### config.mk
export PLATFORM = sky130hd
export DESIGN_NAME = dsc_conv_ctrl
export DESIGN_NICKNAME = d
export VERILOG_FILES = /design/src/rtl/dsc_conv_ctrl.v
export VERILOG_INCLUDE_DIRS = /design/src /design/src/rtl
export SDC_FILE = /design/constraint.sdc
export NUM_CORES = 1
export LEC_CHECK = 0
export BUFFER_PORTS_ARGS = -buffer_cell sky130_fd_sc_hd__buf_2
export CORE_UTILIZATION = 55
export CTS_BUF_LIST = sky130_fd_sc_hd__clkbuf_4
export DETAILED_ROUTE_END_ITERATION = 8
export PLACE_DENSITY = 0.76
export SLEW_MARGIN = 20
export SYNTH_ARGS = -nofsm -noshare
export SYNTH_HDL_FRONTEND = slang
export SYNTH_SLANG_ARGS = --single-unit
### constraint.sdc
create_clock -name clk_sys_i -period 5.7 [get_ports clk_sys_i]
set_clock_uncertainty 0.05 [all_clocks]
set_input_delay 1.14 -clock clk_sys_i [delete_from_list [all_inputs] [get_ports clk_sys_i]]
set_output_delay 1.14 -clock clk_sys_i [all_outputs]
set_load 0.1 [all_outputs]
### src/rtl/dsc_defines.vh
// constants for the dual converter conversion control block
`ifndef DSC_DEFINES_VH
`define DSC_DEFINES_VH
`define DSC_RES_BITS 16
`define DSC_SHIFT_BITS 32
`define DSC_CLK_NS 10
`define DSC_CONV_NS 760
`define DSC_CONV_CYC ((`DSC_CONV_NS + `DSC_CLK_NS - 1) / `DSC_CLK_NS)
`define DSC_ACQ_NS 250
`define DSC_ACQ_CYC ((`DSC_ACQ_NS + `DSC_CLK_NS - 1) / `DSC_CLK_NS)
`define DSC_EOC_CYC 2
`define DSC_ERR_CYC 2
`define DSC_ERR_BIT 11
`define DSC_HI_LSB 12
`define DSC_PIN_IDLE 9'h0A1
`endif
### src/rtl/dsc_conv_ctrl.v
// conversion control, result latch and output ports of the dual converter
// Summary of operation
// - In serial mode with external clock, bit-11 output is an error flag pulsed high when a read is unfinished at the next conversion end, and that data is dropped.
// - Parallel mode drives bits 0 to 15; serial mode releases the bit 12 to 15 outputs.
// - Busy rises when a conversion starts and falls once both results sit in the shift register.
// - End-of-conversion goes low once per channel conversion finished.
// - Output buses are enabled only while chip select and read strobe are both low.
// - Chip select gates the external serial clock so its edges count only while selected.
// - A high reset level resets the block and aborts any conversion.
// - Power-down lets a running conversion finish and then refuses new starts.
// - A falling edge on convert start holds the samples and begins a conversion.
// - In impulse mode a convert start already low when acquisition ends starts a conversion at once.
// - Both results live in a 32-bit shift register sent MSB first in the selected channel order.
`include "dsc_defines.vh"
module dsc_conv_ctrl #(
    parameter CONV_CYC = `DSC_CONV_CYC,
    parameter ACQ_CYC = `DSC_ACQ_CYC
) (
    input wire clk_sys_i,
    input wire sys_rst_i,
    input wire convert_start_n_i,
    input wire power_down_i,
    input wire impulse_mode_i,
    input wire serial_parallel_select_i,
    input wire clock_source_select_i,
    input wire channel_order_i,
    input wire chip_select_n_i,
    input wire read_n_i,
    input wire serial_clk_i,
    input wire [15:0] result_a_i,
    input wire [15:0] result_b_i,
    output reg busy_o,
    output reg end_of_conv_n_o,
    output reg sample_hold_o,
    output reg low_power_o,
    output reg [15:0] parallel_data_o,
    output wire [15:0] parallel_data_oe_o,
    output reg serial_result_out_o,
    output wire serial_result_out_oe_o,
    output wire incomplete_read_flag_o
);
    localparam ST_IDLE = 4'b0001;
    localparam ST_CONV_A = 4'b0010;
    localparam ST_CONV_B = 4'b0100;
    localparam ST_ACQ = 4'b1000;
    localparam [15:0] CONV_LOAD = CONV_CYC - 1;
    localparam [15:0] ACQ_LOAD = ACQ_CYC - 1;
    localparam [1:0] EOC_HOLD = `DSC_EOC_CYC - 1;
    localparam [1:0] ERR_HOLD = `DSC_ERR_CYC;
    localparam [5:0] FRAME_BITS = `DSC_SHIFT_BITS;

    // saturating step so a counter never wraps if a state is entered oddly
    function [15:0] step_down;
        input [15:0] value;
        begin
            if (value == 16'h0000)
                step_down = 16'h0000;
            else
                step_down = value - 16'h0001;
        end
    endfunction

    function [1:0] tick_down;
        input [1:0] value;
        begin
            if (value == 2'h0)
                tick_down = 2'h0;
            else
                tick_down = value - 2'h1;
        end
    endfunction

    // first channel word sits in the top half so it leaves first
    function [31:0] pack_results;
        input a_first;
        input [15:0] word_a;
        input [15:0] word_b;
        begin
            if (a_first)
                pack_results = {word_a, word_b};
            else
                pack_results = {word_b, word_a};
        end
    endfunction

    // two-flop synchronisers for the nine control pins from outside the clock domain; the result buses are sampled directly
    reg [8:0] sync1;
    reg [8:0] sync2;
    reg cnv_d;
    reg sck_d;
    wire cnv_s = sync2[0];
    wire pd_s = sync2[1];
    wire imp_s = sync2[2];
    wire ser_s = sync2[3];
    wire ext_s = sync2[4];
    wire cs_n_s = sync2[5];
    wire sck_s = sync2[6];
    wire rd_n_s = sync2[7];
    wire ord_s = sync2[8];

    always @(posedge clk_sys_i) begin
        if (sys_rst_i) begin
            // idle pin levels, so no false edge or power-down follows reset
            sync1 <= `DSC_PIN_IDLE;
            sync2 <= `DSC_PIN_IDLE;
            cnv_d <= 1'b1;
            sck_d <= 1'b0;
        end else begin
            sync1 <= {channel_order_i, read_n_i, serial_clk_i, chip_select_n_i,
                clock_source_select_i, serial_parallel_select_i, impulse_mode_i,
                power_down_i, convert_start_n_i};
            sync2 <= sync1;
            cnv_d <= cnv_s;
            sck_d <= sck_s;
        end
    end

    reg [3:0] state;
    reg [3:0] next_state;
    reg [15:0] cnt;
    reg [15:0] next_cnt;
    reg [31:0] shreg;
    reg [5:0] bits_left;
    reg [1:0] eoc_cnt;
    reg [1:0] err_cnt;
    reg err_pulse;
    reg rd_armed;

    wire cnv_fall = cnv_d & ~cnv_s;
    // enables follow the pins: a synchronised copy would keep
    // the bus driven for two cycles after the host lets go
    wire bus_en = ~chip_select_n_i & ~read_n_i;
    wire bus_en_s = ~cs_n_s & ~rd_n_s;
    wire sck_rise = sck_s & ~sck_d & ~cs_n_s;
    wire slave_ser = ser_s & ext_s;
    wire in_idle = state == ST_IDLE;
    wire in_acq = state == ST_ACQ;
    wire cnt_zero = cnt == 16'h0000;
    wire acq_done = in_acq & cnt_zero;
    // impulse acquisition ends with start already low: no edge needed
    wire acq_start = acq_done & ~cnv_s;
    wire edge_start = cnv_fall & (in_idle | acq_done);
    wire start = (edge_start | acq_start) & ~pd_s;
    wire chan_a_done = (state == ST_CONV_A) & cnt_zero;
    wire chan_b_done = (state == ST_CONV_B) & cnt_zero;
    wire chan_done = chan_a_done | chan_b_done;
    wire reading = bits_left != 6'h00;
    // one 32-bit read per fresh result, started once the strobes settle
    wire read_go = in_idle & bus_en_s & ser_s & ~reading & ~busy_o
        & ~sck_rise & rd_armed;

    always @* begin
        next_state = state;
        next_cnt = cnt;
        case (state)
            ST_IDLE: begin
                if (start) begin
                    next_state = ST_CONV_A;
                    next_cnt = CONV_LOAD;
                end
            end
            ST_CONV_A: begin
                if (cnt_zero) begin
                    next_state = ST_CONV_B;
                    next_cnt = CONV_LOAD;
                end else begin
                    next_cnt = step_down(cnt);
                end
            end
            ST_CONV_B: begin
                if (cnt_zero) begin
                    if (imp_s) begin
                        next_state = ST_ACQ;
                        next_cnt = ACQ_LOAD;
                    end else begin
                        next_state = ST_IDLE;
                    end
                end else begin
                    next_cnt = step_down(cnt);
                end
            end
            ST_ACQ: begin
                if (!cnt_zero) begin
                    next_cnt = step_down(cnt);
                end else if (start) begin
                    next_state = ST_CONV_A;
                    next_cnt = CONV_LOAD;
                end else if (cnv_s) begin
                    next_state = ST_IDLE;
                end
            end
            default: begin
                next_state = ST_IDLE;
                next_cnt = 16'h0000;
            end
        endcase
    end

    always @(posedge clk_sys_i) begin
        if (sys_rst_i) begin
            state <= ST_IDLE;
            cnt <= 16'h0000;
        end else begin
            state <= next_state;
            cnt <= next_cnt;
        end
    end

    always @(posedge clk_sys_i) begin
        if (sys_rst_i) begin
            busy_o <= 1'b0;
            sample_hold_o <= 1'b0;
        end else if (start) begin
            busy_o <= 1'b1;
            sample_hold_o <= 1'b1;
        end else if (chan_b_done) begin
            busy_o <= 1'b0;
            sample_hold_o <= 1'b0;
        end
    end

    always @(posedge clk_sys_i) begin
        if (sys_rst_i)
            low_power_o <= 1'b0;
        else
            low_power_o <= pd_s & in_idle;
    end

    always @(posedge clk_sys_i) begin
        if (sys_rst_i) begin
            eoc_cnt <= 2'h0;
            err_cnt <= 2'h0;
            err_pulse <= 1'b0;
        end else begin
            eoc_cnt <= tick_down(eoc_cnt);
            err_cnt <= tick_down(err_cnt);
            err_pulse <= err_cnt != 2'h0;
            if (chan_done)
                eoc_cnt <= EOC_HOLD;
            // unfinished slave read: old data is lost, flag it
            if (chan_b_done && reading && slave_ser)
                err_cnt <= ERR_HOLD;
        end
    end

    always @(posedge clk_sys_i) begin
        if (sys_rst_i) begin
            shreg <= 32'h0000_0000;
            bits_left <= 6'h00;
        end else if (chan_b_done) begin
            // a fresh result replaces whatever was still being shifted
            shreg <= pack_results(ord_s, result_a_i, result_b_i);
            bits_left <= 6'h00;
        end else if (read_go) begin
            bits_left <= FRAME_BITS;
        end else if (sck_rise && reading) begin
            shreg <= {shreg[30:0], 1'b0};
            bits_left <= bits_left - 6'h01;
        end
    end

    always @(posedge clk_sys_i) begin
        if (sys_rst_i)
            rd_armed <= 1'b0;
        else if (chan_b_done)
            rd_armed <= 1'b1;
        else if (read_go)
            rd_armed <= 1'b0;
    end

    always @(posedge clk_sys_i) begin
        if (sys_rst_i) begin
            end_of_conv_n_o <= 1'b1;
            parallel_data_o <= 16'h0000;
            serial_result_out_o <= 1'b0;
        end else begin
            // low on the edge a channel finishes, so the second pulse
            // begins together with the fall of busy
            end_of_conv_n_o <= ~chan_done & (eoc_cnt == 2'h0);
            serial_result_out_o <= shreg[31];
            parallel_data_o <= ser_s ? 16'h0000 : shreg[31:16];
            if (slave_ser)
                parallel_data_o[`DSC_ERR_BIT] <= err_pulse;
        end
    end

    wire drive_par = bus_en & ~ser_s;
    // the bit 11 flag shares the pin with the bus, so it needs the strobes too
    assign parallel_data_oe_o = {{4{drive_par}},
        bus_en & (~ser_s | slave_ser), {11{drive_par}}};
    assign serial_result_out_oe_o = bus_en & ser_s;
    assign incomplete_read_flag_o = slave_ser & err_pulse;
endmodule

; After elaboration in Yosys (flattened, before gate mapping)
; Cells that the tools add are included.
; Widths: inputs -> output; s select.
[classes]
n_addsub = 4
n_eq_ne = 11
muxes = 30
bitwise = 40
n_reduce_logical = 19
[ops]
columns = operator, count
row1 = $mux 32, 4
row2 = $mux 16, 5
row3 = $pmux 16 s4, 1
row4 = $mux 4, 7
row5 = $and 1x1->1, 24
row6 = $logic_not 16->1, 1
row7 = $pmux 4 s4, 1
row8 = $sub 16x1->16 const B, 1
row9 = $mux 12, 1
row10 = $mux 6, 2
row11 = $not 1->1, 12
row12 = $reduce_bool 2->1, 5
row13 = $reduce_or 3->1, 3
row14 = $mux 1, 7
row15 = $ne 2x2->1 const B, 3
row16 = $reduce_bool 6->1, 1
row17 = $sub 6x1->6 const B, 1
row18 = $reduce_and 5->1, 1
row19 = $eq 4x1->1 const B, 1
row20 = $eq 4x2->1 const B, 1
row21 = $eq 4x3->1 const B, 1
row22 = $eq 4x4->1 const B, 1
row23 = $logic_not 2->1, 2
row24 = $mux 2, 2
row25 = 8 further kinds, 16
[word_totals]
ff_bits = 104
inputBits = 43
out_inout_bits = 39
word_cells = 125

; Logic depth before layout (Yosys ltp)
; Gate-level depths: netlist of run 1.
[logic_depth]
ltp_word = 10
depth_mapped = 10
depth_no_buf = 8

; Worst setup path after synthesis of run 1
; No wires, ideal clock.
[synth_path]
path_kind = in2out
start = input port read_n_i
end = output port serial_result_out_oe_o
arrival_ns = 3.238
required_ns = 4.510
slack_ns = 1.272
cell_stages = 1
n_path_buf = 0
cell_sequence = nor3_1
[synth_via]
elab_chain_len = 3
[synth_rtl]
columns = element, line
row1 = "start, declared", dsc_conv_ctrl.v:28  ; input wire read_n_i,
row2 = $not 1->1, dsc_conv_ctrl.v:132  ; wire bus_en = ~chip_select_n_i & ~read_n_i;
row3 = $and 1x1->1, dsc_conv_ctrl.v:132
row4 = $and 1x1->1, dsc_conv_ctrl.v:291  ; assign serial_result_out_oe_o = bus_en & ser_s;
row5 = "end, declared", dsc_conv_ctrl.v:39  ; output wire serial_result_out_oe_o,
; Every way passes these cells.

; Worst setup path after layout of run 1
[layout_path]
start = input port read_n_i
end = output port parallel_data_oe_o[1]
[layout_via]
elab_chain_len = 3
[layout_rtl]
columns = element, line
row1 = $not 1->1, dsc_conv_ctrl.v:132
row2 = $and 1x1->1, dsc_conv_ctrl.v:132
row3 = $and 1x1->1, dsc_conv_ctrl.v:287  ; wire drive_par = bus_en & ~ser_s;
row4 = "end, declared", dsc_conv_ctrl.v:37  ; output wire [15:0] parallel_data_oe_o,
; Every way passes these cells.

==> PnR_summary.wiki, run 1 <==
{| class="wikitable"
! Metric !! Value
|-
| Synthesized netlist net count || 578
|-
| Slack of the worst reg-to-reg path || 2.62 ns
|-
| Synth warnings || 0
|-
| Inserted Diodes || 0
|-
| Initial cell density of the core || 0.577
|-
| Die Area || 0.00917 mm^2
|-
| Clock tree from TritonCTS || built
|-
| First-pass GRT wire length || 16.4 mm
|-
| Minimum clock period || 3.78 ns
|-
| Antenna violations before repair || 0
|-
| Number of nets with antenna violations after routing || 0
|-
| Unrepaired setup endpoints after global routing || false
|-
| Stage delay of the slowest cell on the critical path || 0.77 ns
|-
| Number of synthesized register bits || 104
|-
| DRC Markers || 0
|-
| Routed wire length per instance || 15.2 um
|-
| Fraction of registers with async set or reset after synthesis || 0
|-
| Startpoint-to-endpoint class of the critical path || in -> out
|-
| Via count of the routed design || 3,990
|-
| Cell with the most instances after synthesis || dfxtp_1
|-
| Total GRT Usage || 0.231
|-
| Endpoint arrival time on the critical path || 2.59 ns
|-
| Post-CTS sizing || 0
|-
| Startpoint Class || input port
|-
| Top cell types by occurrence after synthesis || dfxtp_1, a211oi_1, nor2b_1, mux2i_1, a21oi_1
|-
| Share of post-route cells with drive strength above 1 || 0.208
|-
| Number of placement rows || 33
|-
| Top-level port count || 82
|-
| Post-route non-filler standard cell count || 682
|-
| Placed Cells incl. Taps || 666
|-
| Peak ir drop on the vdd network || 0.173 mV
|-
| Total power per unit cell area || 254 mW/mm^2
|-
| DRC marker count from the first detailed-route iteration || 150
|-
| Post-synth top flop || dfxtp_1
|-
| Weighted congestion at the end of routability-driven global placement || 0.867
|-
| Wire length after detailed routing || 10.4 mm
|-
| Cells taking the most area after synthesis || dfxtp_1, a211oi_1, mux2i_1, nor2b_1, a21oi_1
|-
| Vias per cell || 5.85
|-
| R2R Path End || cnt[12]
|-
| Library cell appearing most often on the critical path || buf_2
|-
| Insertion delay to the later sink of the worst-skew pair || 0.47 ns
|-
| Final critical-path setup slack || 1.92 ns
|-
| WHS Path Cells || 1
|-
| Reg-to-Reg Start || cnt[0]
|-
| Distinct cell type count of the synthesized netlist || 55
|-
| Core box area || 0.00838 mm^2
|-
| TritonCTS buffer count || 9
|-
| Max capacitance violation total || 0
|-
| Sum Neg Setup Slack || 0 ns
|-
| Critical Path Source || read_n_i
|-
| Setup slack after placement || 1.87 ns
|-
| End point of the most critical hold path || sync2[5]
|-
| Leakage power || 2.23 nW
|-
| Signed area change from the synthesized netlist to the final layout || 9.16%
|-
| Count of flip-flops with a built-in enable after synthesis || 0
|-
| Worst hold start || sync1[5]
|-
| CP max-delay cell || nor3_1
|-
| Worst path cell trace || buf_2, nor3_1, buf_2
|-
| Max-slew violation count || 0
|-
| Sequential cell area fraction in the yosys report || 0.430
|-
| Worst min path class || reg -> reg
|-
| Netlist Area Pre-Place || 0.00484 mm^2
|-
| Slew margin rel. || 0.274
|-
| Vert. Die Dim || 95.8 um
|-
| Number of buffers inserted by port buffering || 81
|-
| Share of the clock period used by the worst path || 0.664
|-
| Total congestion overflow after global routing || 0
|-
| Status || completed
|-
| Clk pin slew, worst setup/hold paths || 0.16 ns
|-
| Via count of the first global-routing pass || 3,433
|-
| Cell at the root of the clock tree || clkbuf_4
|-
| Max Buffers Root-to-Sink || 2
|-
| Number of setup violations in the final report || 0
|-
| Post-CTS Setup Repair Bufs || 0
|-
| Cell taking the most area after synthesis || dfxtp_1
|-
| Largest net degree at the start of global routing || 67
|-
| Worst reg-to-reg path cell count || 9
|-
| Final-stage net count || 619
|-
| Timing-limited maximum frequency || 264 MHz
|-
| Hold violation total from the final report || 0
|-
| CTS HTree Levels || 3
|-
| First drt pass iteration count || 4
|-
| CTS sink count || 104
|-
| Capturing element type of the critical path || output pin
|-
| Average footprint of a synthesized cell || 9.11 um^2
|-
| Die Wd || 95.8 um
|-
| DP HPWL || 7.36 mm
|-
| Post-synth top area share || 0.430
|-
| Slew at the pin closest to its max-slew limit || 1.09 ns
|-
| CP Data Required Time || 4.51 ns
|-
| CTS Hold Bufs || 0
|-
| Cell count after synthesis || 531
|-
| Worst-path fanout max || 15
|}
## per-stage QoR
step / power, W / instance area [um^2] / util / hold slack [ns]
finish: 0.00134 / 5280 / 0.630 / 0.384
global route: 0.00139 / 5280 / 0.630 / 0.413
CTS: 0.00135 / 5280 / 0.629 / 0.389
detailed placement: 0.000949 / 5120 / 0.611 / 0.352
global placement: 0.000946 / 5120 / 0.611 / 0.342
floorplan: 0.000913 / 4840 / - / 0.339
## worst max-delay path: cells and delay by family
| kind | cells | cell delay, ns |
|---|---|---|
| buf+inv | 2 | 0.68 |
| simple gates | 1 | 0.77 |
## how the worst max path moves through the flow
stage,depth (start not counted),to
after floorplan,1,serial_result_out_oe_o
final,3,parallel_data_oe_o[1]
after global placement,3,parallel_data_oe_o[12]
after CTS,3,parallel_data_oe_o[0]
after detailed placement,3,parallel_data_oe_o[0]
after global routing,3,parallel_data_oe_o[13]
## cell usage in the layout (no fill, tap or decap), types with 3 or more instances in the layout
cell type	count
ha_1	4
nand2b_1	4
nor3b_1	3
buf_2	81
a211oi_1	65
a21oi_1	29
nor2_1	28
mux2i_1	31
and2_1	18
a311oi_1	4
clkbuf_4	9
nor2b_1	46
a22oi_1	5
nor4b_1	3
or3_1	11
xnor2_1	9
o21a_1	4
o31ai_1	3
and3_1	3
nor4_1	6
dfxtp_1	103
or2_2	7
nand2_1	10
nand3_1	11
o21ai_0	9
nor3_1	17
inv_1	12
## registers in the layout (all words and copies together) (netlist names)
signal               cells
cnv_d                    1
shreg                   32
bits_left                6
state                    4
low_power_o              1
sck_d                    1
sync2                    9
rd_armed                 1
sync1                    9
cnt                     16
serial_result_out_o      1
parallel_data_o         16
eoc_cnt                  2
err_cnt                  2
end_of_conv_n_o          1
err_pulse                1
sample_hold_o            1
## logic make-up after synthesis
kind of cell               count (synthesis)  share of synthesized area
AOI/OAI and AO/OA                        134                      0.191
xor gates and xnor gates                  10                     0.0181
adders and majority gates                  4                     0.0103
buffers and inverters                     66                     0.0670
DFF                                      104                      0.430
muxes                                     32                     0.0665
and+or+nand+nor                          181                      0.217
## power by group
group / internal (W) / switching (W) / leakage, nW
Sequential: 0.000737 / 0.0000130 / 0.843
Combinational: 0.0000538 / 0.000132 / 1.31
Clock: 0.000144 / 0.000260 / 0.0814
## per-layer routing
layer / routed length (um) / GRT usage
met1: 4830 / 0.308
met4: 142 / 0.0721
met5: 0 / 0
met2: 4850 / 0.377
met3: 574 / 0.0450
## cell type report
type,count,area (um^2)
fillers,737,3100
multi-input cells,361,2440
flip-flops and latches,104,2080
repair buffers,83,420
well taps,105,131
clock inverters,7,91.3
clock buffers,9,67.6
inverters,13,48.8
No activity file was read; power rests on OpenSTA's default activity.
==> run 2: changes to the inputs <==
clock period = 3.89 ns   (was 5.7 ns; I/O delays follow)
==> PnR_summary.wiki, run 2 (synthesized netlist as in run 1, its figures left out) <==
{| class="wikitable"
! Metric !! Value
|-
| Number of placement rows || 33 (unchanged)
|-
| Cell at the root of the clock tree || clkbuf_4
|-
| Number of buffers inserted by port buffering || 81 (unchanged)
|-
| Number of nets with antenna violations after routing || 0 (unchanged)
|-
| Wire length after detailed routing || 10.2 mm (-1.4%)
|-
| CP max-delay cell || or4b_1
|-
| Antenna violations before repair || 0 (unchanged)
|-
| Total congestion overflow after global routing || 0 (unchanged)
|-
| Total GRT Usage || 0.232 (+0.000930)
|-
| Share of post-route cells with drive strength above 1 || 0.207 (-0.000718)
|-
| Sum Neg Setup Slack || 0 ns (unchanged)
|-
| Flip-flop count of the largest register, all copies and words added || 32 (unchanged)
|-
| Weighted congestion at the end of routability-driven global placement || 0.917 (+5.8%)
|-
| Max Buffers Root-to-Sink || 2 (unchanged)
|-
| CTS HTree Levels || 3 (unchanged)
|-
| Total area of multi-input combinational cells || 0.00244 mm^2 (unchanged)
|-
| Largest registers || shreg (32), cnt (16), parallel_data_o (16)
|-
| Number of setup violations in the final report || 0 (unchanged)
|-
| Share of the clock period used by the worst path || 0.787
|-
| Overall power of the completed layout || 0.00188 W (+40%)
|-
| Via count of the routed design || 3,937 (-1.3%)
|-
| First-pass GRT wire length || 16.4 mm (about the same)
|-
| Register bank with the most flops || shreg
|-
| DP HPWL || 7.29 mm (-0.99%)
|-
| Final-stage net count || 621 (+0.32%)
|-
| Max capacitance violation total || 0 (unchanged)
|-
| CTS Hold Bufs || 0 (unchanged)
|-
| Die Area || 0.00917 mm^2 (unchanged)
|-
| First drt pass iteration count || 5 (+1)
|-
| Top-level port count || 82 (unchanged)
|-
| Slew at the pin closest to its max-slew limit || 1.01 ns (-0.0708 ns)
|-
| Vert. Die Dim || 95.8 um (unchanged)
|-
| Leading cell type in the layout, fill and taps excluded || dfxtp_1
|-
| Slew margin rel. || 0.323 (+0.0497)
|-
| Top library cells by usage in the layout, fill and taps aside || dfxtp_1, buf_2, a211oi_1
|-
| Core box area || 0.00838 mm^2 (unchanged)
|-
| Max-slew violation count || 0 (unchanged)
|-
| Leakage power || 2.22 nW (-0.35%)
|-
| Die Wd || 95.8 um (unchanged)
|-
| DRC Markers || 0 (unchanged)
|-
| Vias per cell || 5.76 (-1.6%)
|-
| Final-layout fill cell count || 741 (+0.54%)
|-
| Via count of the first global-routing pass || 3,480 (+1.4%)
|-
| Stage delay of the slowest cell on the critical path || 0.59 ns (-0.18 ns)
|-
| Capturing element type of the critical path || flip-flop
|-
| Startpoint Class || flip-flop
|-
| Sequential Area || 0.00208 mm^2 (unchanged)
|-
| Timing-limited maximum frequency || 327 MHz
|-
| Startpoint-to-endpoint class of the critical path || reg -> reg
|-
| Clock tree from TritonCTS || built
|-
| Total power per unit cell area || 357 mW/mm^2 (+41%)
|-
| Post-CTS Setup Repair Bufs || 0 (unchanged)
|-
| Minimum clock period || 3.06 ns
|-
| Peak ir drop on the vdd network || 0.239 mV (+38%)
|-
| Clk pin slew, worst setup/hold paths || 0.16 ns (about the same)
|-
| CTS sink count || 104 (unchanged)
|-
| Endpoint arrival time on the critical path || 3.38 ns (+0.79 ns)
|-
| WHS Path Cells || 1 (unchanged)
|-
| Unrepaired setup endpoints after global routing || false
|-
| Largest net degree at the start of global routing || 67 (unchanged)
|-
| Inserted Diodes || 0 (unchanged)
|-
| Worst path cell trace || inv_1, ha_1, or4b_1, nor4_4, nand3_2, buf_4, nor2_2, inv_2, a2111oi_2
|-
| Initial cell density of the core || 0.577 (unchanged)
|-
| Status || completed
|-
| Hold violation total from the final report || 0 (unchanged)
|-
| Worst-path fanout max || 66 (+51)
|-
| Routed wire length per instance || 15.0 um (-1.7%)
|-
| CP Data Required Time || 4.21 ns (-0.30 ns)
|-
| Post-CTS sizing || 0 (unchanged)
|-
| Insertion delay to the later sink of the worst-skew pair || 0.46 ns (about the same)
|-
| TritonCTS buffer count || 9 (unchanged)
|-
| Worst min path class || reg -> reg
|-
| DRC marker count from the first detailed-route iteration || 226 (+51%)
|-
| Worst reg-to-reg path cell count || 9 (unchanged)
|-
| Signed area change from the synthesized netlist to the final layout || 8.77%
|}
==> run 2: path summary, 6_finish.rpt <==
path,start,endpoint,slack [ns]
setup / recovery,cnt[0],cnt[11],0.83
hold / removal,sync1[7],sync2[7],0.38
setup reg to reg,cnt[0],cnt[11],0.83
hold reg to reg,sync1[7],sync2[7],0.38
==> run 2: worst max-delay path, delay by kind of cell (launching register included) <==
kind	cells	cell delay (ns)
simple gates	4	1.50
buf+inv	3	0.50
flops	1	0.40
compound gates	1	0.35
fa+ha+maj	1	0.18
==> run 2: report_power, final <==
part / switching [W] / internal (W) / leakage, nW
sequential: 0.0000194 / 0.00108 / 0.843
clock: 0.000369 / 0.000137 / 0.0643
combinational: 0.000195 / 0.0000796 / 1.32
==> run 2: metal layers <==
| layer | track usage | part of all wire | vias to the layer above |
|---|---|---|---|
| met1 | 0.303 | 0.46 | 1796 |
| met5 | 0 | 0 | - |
| li1 | - | - | 1993 |
| met3 | 0.0569 | 0.052 | 25 |
| met4 | 0.0771 | 0.023 | 0 |
| met2 | 0.375 | 0.46 | 123 |
==> run 2: layout make-up <==
cell class / count / area share
timing repair buffer: 85 / 0.0828
inverter: 13 / 0.00927
tap: 105 / 0.0250
multi-input combinational: 361 / 0.463
clock buffer: 9 / 0.0128
sequential: 104 / 0.396
clock inverter: 7 / 0.0109
==> run 2: through the flow <==
stage / hold slack, ns / setup slack [ns] / utilization / cells / instance area [um^2]
after CTS: 0.380 / 0.872 / 0.627 / 684 / 5260
final: 0.379 / 0.829 / 0.628 / 684 / 5260
after global placement: 0.344 / 1.04 / 0.612 / 668 / 5130
after floorplan: 0.339 / 0.186 / - / 531 / 4840
after global routing: 0.402 / 0.613 / 0.628 / 684 / 5260
after detailed placement: 0.344 / 0.904 / 0.612 / 668 / 5130
